## src/design/tap_consts.vh

```
// Constants of the touch converter serial port
`ifndef TAP_CONSTS_VH
`define TAP_CONSTS_VH
`define TAP_RESULT_BITS  12
`define TAP_CTRL_BITS    7
`define TAP_WORD_BITS    19
`define TAP_FIFO_DEPTH   32
`define TAP_FIFO_AW      5
`define TAP_TRACK_FALL   4'h5
`define TAP_ACQ_CYCLES   4'h3
`define TAP_HOLD_FALL    (`TAP_TRACK_FALL + `TAP_ACQ_CYCLES)
`define TAP_MSB_INDEX    4'hb
`define TAP_TRIAL_MID    12'h800
`endif

```

## src/design/tap_fifo.v

```verilog
// Result FIFO with registered output stage
module tap_fifo #(
  parameter WIDTH = 19,
  parameter DEPTH = 32,
  parameter AW    = 5
) (
  // Clock and reset
  input  wire             clock,
  input  wire             rst_b,
  // Fill side
  input  wire             in_valid,
  input  wire [WIDTH-1:0] in_data,
  output wire             in_ready,
  // Drain side
  output reg              out_valid,
  output reg  [WIDTH-1:0] out_data,
  input  wire             out_ready
);
  reg [WIDTH-1:0] mem [0:DEPTH-1];
  reg [AW-1:0]    wr_ptr;
  reg [AW-1:0]    rd_ptr;
  reg [AW:0]      count;
  wire            push;
  wire            pop;
  wire [AW:0]     fill;

  // Output stage counts as a slot, so DEPTH words in all
  assign fill     = count + {{AW{1'b0}}, out_valid};
  assign in_ready = (fill != DEPTH[AW:0]);
  assign push     = in_valid && in_ready;
  assign pop      = (count != {(AW+1){1'b0}}) && (!out_valid || out_ready);

  always @(posedge clock)
  begin
    if (push)
    begin
      mem[wr_ptr] <= in_data;
    end
  end

  always @(posedge clock)
  begin
    if (!rst_b)
    begin
      wr_ptr    <= {AW{1'b0}};
      rd_ptr    <= {AW{1'b0}};
      count     <= {(AW+1){1'b0}};
      out_valid <= 1'b0;
      out_data  <= {WIDTH{1'b0}};
    end
    else
    begin
      if (push)
      begin
        wr_ptr <= wr_ptr + 1'b1;
      end
      if (pop)
      begin
        rd_ptr    <= rd_ptr + 1'b1;
        out_data  <= mem[rd_ptr];
        out_valid <= 1'b1;
      end
      else if (out_ready)
      begin
        out_valid <= 1'b0;
      end
      if (push && !pop)
      begin
        count <= count + 1'b1;
      end
      else if (pop && !push)
      begin
        count <= count - 1'b1;
      end
    end
  end
endmodule

```

## src/design/tap_serial_port.v

```verilog
// Serial control and result port of the touch converter
`include "tap_consts.vh"
module tap_serial_port (
  // System
  input  wire        clock,
  input  wire        rst_b,
  // Serial pins, sampled on clock
  input  wire        cs_n,
  input  wire        serial_conversion_clock,
  input  wire        din,
  output reg         dout,
  output reg         dout_oe_n,
  output reg         busy,
  output reg         busy_oe_n,
  output reg         pen_touch_irq_n,
  output reg         pen_touch_irq_n_oe_n,
  // Analog front end
  input  wire        pen_touched,
  input  wire        cmp_above,
  output reg         track,
  output reg  [11:0] dac_code,
  // Result stream
  output wire        res_valid,
  output wire [18:0] res_data,
  input  wire        res_ready
);
  localparam ST_IDLE = 4'h1;
  localparam ST_CMD  = 4'h2;
  localparam ST_CONV = 4'h4;
  localparam ST_TAIL = 4'h8;

  reg  [3:0]                  state;
  reg                         sclk_q;
  reg  [3:0]                  fall_cnt;
  reg  [3:0]                  bit_idx;
  reg  [`TAP_CTRL_BITS-1:0]   ctrl;
  reg  [`TAP_RESULT_BITS-1:0] result;
  reg                         push;
  wire                        fifo_ready;
  wire                        sclk_rise;
  wire                        sclk_fall;
  wire [11:0]                 bit_mask;
  wire [11:0]                 next_code;

  // Serial clock is only an event source; one system clock runs everything
  assign sclk_rise = serial_conversion_clock && !sclk_q;
  assign sclk_fall = !serial_conversion_clock && sclk_q;
  assign bit_mask  = 12'h001 << bit_idx;
  // Keep decided bit, try next lower one: straight binary SAR
  assign next_code = (cmp_above ? dac_code : (dac_code & ~bit_mask)) | (bit_mask >> 1);

  always @(posedge clock)
  begin
    if (!rst_b)
    begin
      sclk_q               <= 1'b0;
      pen_touch_irq_n      <= 1'b0;
      pen_touch_irq_n_oe_n <= 1'b1;
    end
    else
    begin
      sclk_q               <= serial_conversion_clock;
      // Only ever pulls low; pull-up gives the high level
      pen_touch_irq_n      <= 1'b0;
      pen_touch_irq_n_oe_n <= !pen_touched;
    end
  end

  always @(posedge clock)
  begin
    if (!rst_b)
    begin
      state     <= ST_IDLE;
      fall_cnt  <= 4'h0;
      bit_idx   <= 4'h0;
      ctrl      <= {`TAP_CTRL_BITS{1'b0}};
      result    <= {`TAP_RESULT_BITS{1'b0}};
      push      <= 1'b0;
      dout      <= 1'b0;
      dout_oe_n <= 1'b1;
      busy      <= 1'b0;
      busy_oe_n <= 1'b1;
      track     <= 1'b0;
      dac_code  <= 12'h000;
    end
    else if (cs_n)
    begin
      // Deselected: dout and busy float and any frame in flight is dropped
      state     <= ST_IDLE;
      push      <= 1'b0;
      dout      <= 1'b0;
      dout_oe_n <= 1'b1;
      busy      <= 1'b0;
      busy_oe_n <= 1'b1;
      track     <= 1'b0;
    end
    else
    begin
      dout_oe_n <= 1'b0;
      busy_oe_n <= 1'b0;
      push      <= 1'b0;
      case (state)
        ST_IDLE, ST_TAIL:
        begin
          if (sclk_fall)
          begin
            dout <= 1'b0;
          end
          // A start bit is refused while the result FIFO is full
          if (sclk_rise && din && fifo_ready)
          begin
            state    <= ST_CMD;
            fall_cnt <= 4'h0;
            ctrl     <= {`TAP_CTRL_BITS{1'b0}};
          end
        end
        ST_CMD:
        begin
          if (sclk_rise)
          begin
            ctrl <= {ctrl[`TAP_CTRL_BITS-2:0], din};
          end
          if (sclk_fall)
          begin
            fall_cnt <= fall_cnt + 4'h1;
            if (fall_cnt + 4'h1 == `TAP_TRACK_FALL)
            begin
              track <= 1'b1;
            end
            if (fall_cnt + 4'h1 == `TAP_HOLD_FALL)
            begin
              track    <= 1'b0;
              busy     <= 1'b1;
              dac_code <= `TAP_TRIAL_MID;
              bit_idx  <= `TAP_MSB_INDEX;
              state    <= ST_CONV;
            end
          end
        end
        ST_CONV:
        begin
          if (sclk_fall)
          begin
            busy            <= 1'b0;
            dout            <= cmp_above;
            result[bit_idx] <= cmp_above;
            dac_code        <= next_code;
            if (bit_idx == 4'h0)
            begin
              push  <= 1'b1;
              state <= ST_TAIL;
            end
            else
            begin
              bit_idx <= bit_idx - 4'h1;
            end
          end
        end
        default:
        begin
          state <= ST_IDLE;
        end
      endcase
    end
  end

  tap_fifo #(
    .WIDTH (`TAP_WORD_BITS),
    .DEPTH (`TAP_FIFO_DEPTH),
    .AW    (`TAP_FIFO_AW)
  ) u_fifo (
    .clock     (clock),
    .rst_b     (rst_b),
    .in_valid  (push),
    .in_data   ({ctrl, result}),
    .in_ready  (fifo_ready),
    .out_valid (res_valid),
    .out_data  (res_data),
    .out_ready (res_ready)
  );
endmodule

```

## config.mk

```make
export PLATFORM = sky130hd
export DESIGN_NAME = tap_serial_port
export DESIGN_NICKNAME = d
export VERILOG_FILES = /design/src/design/tap_fifo.v /design/src/design/tap_serial_port.v
export VERILOG_INCLUDE_DIRS = /design/src /design/src/design
export SDC_FILE = /design/constraint.sdc
export NUM_CORES = 1
export LEC_CHECK = 0
export BUFFER_PORTS_ARGS = -buffer_cell sky130_fd_sc_hd__buf_2
export CORE_MARGIN = 1
export CORE_UTILIZATION = 65
export CTS_BUF_LIST = sky130_fd_sc_hd__clkbuf_8 sky130_fd_sc_hd__clkbuf_16
export DETAILED_ROUTE_END_ITERATION = 7
export HOLD_SLACK_MARGIN = 0.05
export PLACE_DENSITY = 0.8
export SLEW_MARGIN = 10
export SYNTH_ARGS = -nofsm -noshare
export SYNTH_HDL_FRONTEND = slang
export SYNTH_SLANG_ARGS = --single-unit
```

## constraint.sdc

```tcl
create_clock -name clock -period 6.88 [get_ports clock]
set_input_delay 0.344 -clock clock [delete_from_list [all_inputs] [get_ports clock]]
set_output_delay 0.344 -clock clock [all_outputs]
set_load 0.005 [all_outputs]
```

### Word-level counts from Yosys, hierarchy flattened

Memory sizes are Yosys's and may differ from the RTL's. A register that Yosys moved wholly into a read port is not among the register bits.
Cells that the tools add are included.

| cells by class | value |
|---|---|
| mux-type cells | 41 |
| $lt $le $gt $ge | 2 |
| shift-type cells | 1 |
| reductions and logical operators | 37 |
| bitwise logic cells | 7 |
| equality and inequality tests | 15 |
| $add $sub $neg | 7 |

Operators by type and width:

| cell | count |
|---|---|
| 12-bit 2-to-1 mux | 4 |
| 4-bit 2-to-1 mux | 11 |
| 12-bit case mux with 2 select lines | 1 |
| 2-bit inequality test (second input constant) | 8 |
| 4-bit case mux with 2 select lines | 2 |
| 7-bit 2-to-1 mux | 2 |
| 7-bit case mux with 2 select lines | 1 |
| 1-bit 2-to-1 mux | 13 |
| 12-bit AND | 1 |
| 12-bit bitwise mux | 1 |
| 6-bit 2-to-1 mux | 2 |
| 12-bit NOT | 1 |
| 12-bit by 11-bit OR with 12-bit output | 1 |
| 4-bit case mux with 3 select lines | 1 |
| 4-bit AND reduction | 3 |
| 2-bit nonzero test | 6 |
| 1-bit by 4-bit left shift with 12-bit output (first input constant) | 1 |
| 5-bit by 1-bit adder with 5-bit output (second input constant) | 2 |
| 5-bit AND reduction | 2 |
| 1-bit logical AND | 9 |
| 3-bit AND reduction | 3 |
| 4-bit by 3-bit equality test with 1-bit output (second input constant) | 2 |
| 4-bit equality test (second input constant) | 2 |
| 1-bit logical NOT | 7 |
| other kinds (19) | 24 |

| word-level totals | value |
|---|---|
| RAM bits | 608 |
| memories kept | 1 |
| output and inout port bits | 39 |
| input port bits | 8 |
| flip-flop bits (word level) | 67 |

Memory list:

| memory | words | width | read ports | clocked after memory_dff | wr ports | line | RTL |
|---|---|---|---|---|---|---|---|
| u_fifo.mem | 32 | 19 | 1 | 1 | 1 | tap_fifo.v:19 | `reg [WIDTH-1:0] mem [0:DEPTH-1];` |

### Longest topological paths before layout

| depth | value |
|---|---|
| word-level depth | 7 |
| mapped depth | 16 |
| gate-level depth less buffers | 15 |

### Hierarchy

Synthesis repeated with hierarchy kept, for this count alone.

| second synthesis, totals | value |
|---|---|
| cell total of the unflattened synthesis | 1530 |
| area, all modules | 27323.7 um^2 |

By module, submodules not included:

| module | times used | area each (um^2) | cells each | sequential area each (um^2) |
|---|---|---|---|---|
| tap_fifo | 1 | 24712.5 | 1214 | 18978.2 |
| tap_serial_port | 1 | 2611.3 | 316 | 1001.0 |

### Worst setup path before layout

No wires, ideal clock.

| timing path | value |
|---|---|
| kind | register to register |
| from | register u_fifo.count[0] |
| to | register u_fifo.count[5] |
| path buffers | 1 |
| clock period less this slack | 3.224 ns |
| stages on the path, launching flop included | 17 |
| data required time | 6.765 ns |
| arrival time | 3.109 ns |
| slack | 3.656 ns |
| cells stage by stage | dfxtp_1 > ha_1 > ha_1 > nand2b_1 > nand3_1 > a2111o_1 > and2_1 > clkbuf_1 > ha_1 > inv_1 > ha_1 > a21o_1 > a21oi_1 > or3_1 > nand4_1 > xor2_1 > and2_1 |

| between the ends | value |
|---|---|
| cells in the longest elaborated chain, start to end | 6 |

Ends and longest elaborated chain:

| element | line | RTL |
|---|---|---|
| start, declared | tap_fifo.v:22 | `reg [AW:0] count;` |
| start signal, assigned | tap_fifo.v:47 | `count <= {(AW+1){1'b0}};` |
| start signal, assigned | tap_fifo.v:69 | `count <= count + 1'b1;` |
| start signal, assigned | tap_fifo.v:73 | `count <= count - 1'b1;` |
| 6-bit by 1-bit adder with 6-bit output (*) | tap_fifo.v:28 | `assign fill = count + {{AW{1'b0}}, out_valid};` |
| 6-bit inequality test (*) | tap_fifo.v:29 | `assign in_ready = (fill != DEPTH[AW:0]);` |
| 1-bit logical AND (*) | tap_fifo.v:30 | `assign push = in_valid && in_ready;` |
| via u_fifo.push | tap_fifo.v:23 | `wire push;` |
| 1-bit logical NOT | tap_fifo.v:71 | `else if (pop && !push)` |
| 1-bit logical AND | tap_fifo.v:71 |  |
| 2-bit nonzero test (no source line) | -- |  |

The timed path passes the listed nets; every way through them passes the cells marked *. The select of a mux whose other input is x is not followed.
A chain may end at the register's enable or synchronous reset.

==> results.cfg <==
[clocking]
cts_resized = 0
ctsHtreeMaxLevel = 3
cts_tree = done
clk_pin_slew_ns = 0.06
cts_buffers = 67
clock_latency_ns = 0.60
cts-root-buf = clkbuf_16
clkSinkCount = 694
cts_buffer_depth = 3

[floorplanning]
die_w_um = 206
pin_count = 47
die_area_um2 = 42400
core_um2 = 40900
die_h_um = 206
num_rows = 74
start_util_pct = 66.1

[drt]
vias = 14600
post-route-drc-count = 0
wl_met3_um = 5900
wl_met1_um = 22500
wirelength_um = 62100
vias_per_cell = 6.83
wl_met2_um = 30900
drtAntennaViolNets = 0
routedWlPerCell_um = 29.0
firstDrtPassIters = 5
drt_iter0_markers = 1792
highest_layer = met5

[finish]
fin_util_pct = 73.7
stdcell_area_um2 = 30200
final_common_cell = edfxtp_1
fill_cells = 2291
final_nets = 1584
final_cell_mix = edfxtp_1 (608), mux4_2 (115), mux2i_1 (82)
area_growth_pct = 11.5
antennaDiodeCount = 0
layout-drive-gt1-share_pct = 22.2

[logic_synthesis]
synth-async-reset-ratio_pct = 0
yosys_warnings = 0
synth_area_leaders = edfxtp_1 (68%), mux4_2 (9.6%), dfxtp_1 (6.4%)
ys_ff_latch = 694
post_synth_inst_count = 1481
yosysUniqueCellTypes = 57
synth_top_area_share_pct = 67.5
seq_area_frac_synth_pct = 73.9
synth.avg_cell_area_um2 = 18.3
syn_nets = 1510
synth_area_um2 = 27000
synth-edff-count = 608
yosys.area.top_type = edfxtp_1
synth_ff_type = edfxtp_1

[timing]
min_period_over_period_pct = 58.1
worst_pin_slew_ns = 1.31
finalSetupViolations = 0
fmax_mhz = 250
drv_slew = 0
max-slew-margin-rel_pct = 12.3
tns_ns = 0
finClkSkew_ns = 0.0318
setup_ws_ns = 2.88
finalCriticalPeriod_ns = 4.00
hold_viol = 0
rsz0062_at_grt = false
worst_hold_slack_ns = 0.111

[power_and_ir_drop]
p_leak_nw = 8.65
power_density_nw_per_um2 = 316
ir_drop_uv = 197

[critical_path]
max_stage_delay_ns = 1.05
cp_top_family = compound AO/OA/AOI/OAI gates
regToRegSetupSlack_ns = 2.88
worst-path-buf-inv = 1
startpoint = u_fifo.rd_ptr[0]$_SDFFE_PN0P_
worst-path-stages = 6
arrival_ns = 4.49
crit_chain = buf_4 > nand3b_1 > o22ai_1 > a2111oi_0 > a21oi_1 > a22o_1
end_kind = register
worstPathRequired_ns = 7.37
rr_worst_depth = 6
start_kind = register
path_max_fanout = 46
criticalPathCategory = reg -> reg
crit-reg2reg-launch = u_fifo.rd_ptr[0]$_SDFFE_PN0P_
crit_slowest_cell = a2111oi_0

[status]
status = finished clean

[min_path]
worst_hold_startpoint = res_ready
hold-path-cell-count = 3
hold_path.class = in -> reg

[job]
drv_cap = 0

[place]
port_buffers = 45
placed_area_um2 = 28000
gp_congestion = 0.832
place_ws_ns = 2.91
post-dp-hpwl_um = 34700

[global_routing]
grt_pass1_vias = 14700
grt_max_degree = 87
antenna_found_initial = 2
grt_usage_pct = 30.7
overflow = 0
grt_pass1_wl_um = 93000
kinds of logic (layout without fill, tap and decap cells):
logic type / count (synthesis) / count (layout) / synth area share, %
simple gates: 217 / 217 / 3.91
other cells: 1 / 1 / 0.0139
fa+ha+maj: 21 / 21 / 0.999
mux: 198 / 198 / 12.7
flops: 694 / 694 / 73.9
xor+xnor: 16 / 16 / 0.518
compound gates: 238 / 238 / 6.47
buf+inv: 96 / 225 / 1.56
metal layers:
| layer | global-route usage (%) | up-vias |
|---|---|---|
| met4 | 13.6 | 2 |
| met1 | 41.2 | 7366 |
| met2 | 49.9 | 899 |
| li1 | - | 6173 |
| met5 | 0 | - |
| met3 | 5.47 | 183 |
power by group:
group / switching (mW) / internal (mW)
registers: 0.228 / 4.58
logic: 0.673 / 0.539
clock network: 1.52 / 2.00
total: 2.42 / 7.12
path summary, 6_finish.rpt:
kind                                          end
setup / recovery  u_fifo.out_data[1]$_SDFFE_PN0P_
hold / removal      u_fifo.out_valid$_SDFFE_PN0P_
setup reg to reg  u_fifo.out_data[1]$_SDFFE_PN0P_
hold reg to reg                 dout$_SDFFE_PP0P_
registers in the layout, summed over array words and instances (netlist names):
name                  count
u_fifo.rd_ptr             5
dac_code                 12
u_fifo.mem              608
busy                      1
ctrl                      7
track                     1
pen_touch_irq_n_oe_n      1
result                   12
fall_cnt                  4
u_fifo.out_data          19
u_fifo.out_valid          1
u_fifo.count              6
state                     4
sclk_q                    1
busy_oe_n                 1
u_fifo.wr_ptr             5
push                      1
bit_idx                   4
dout                      1
stage by stage:
stage / total power [mW] / instances
floorplan: 5.68 / 1481
global route: 9.81 / 2142
global placement: 6.09 / 2015
finish: 9.54 / 2142
CTS: 9.58 / 2142
detailed placement: 6.10 / 2015
worst register-to-register path, delay by kind of cell, from the launching register on:
family          cells  cell delay [ns]
simple gates        1             0.57
compound gates      4             1.57
buf+inv             1             0.82
flops               1             0.94
what timing repair did:
action | 4_1_cts | 5_1_grt
hold endpoints to repair | 3 | 0
buffers inserted | 0 | 0
hold buffers | 3 | 0
synth_stat cells (all sizes together) (7+ instances only):
library cell    n
a2111oi        18
a21boi         14
a21oi          49
a22o           37
a22oi          18
a32o            8
a32oi           7
and2           14
buf            31
clkbuf         52
dfxtp          86
edfxtp        608
ha             20
inv            13
mux2i          82
mux4          115
nand2          57
nand2b          9
nand3          32
nor2           57
nor2b          15
o21a            7
o21ai          20
o221ai         20
o22ai          22
xnor2          12
final cells by class:
type | count | area (um2) | share of cell area, %
inverter | 13 | 48.8 | 0.162
clock buffer | 78 | 1850 | 6.13
sequential | 694 | 20000 | 66.3
timing repair buffer | 88 | 568 | 1.88
tap | 532 | 666 | 2.21
clock inverter | 46 | 283 | 0.937
multi-input combinational | 691 | 6740 | 22.4
(Power assumes the default switching activity.)
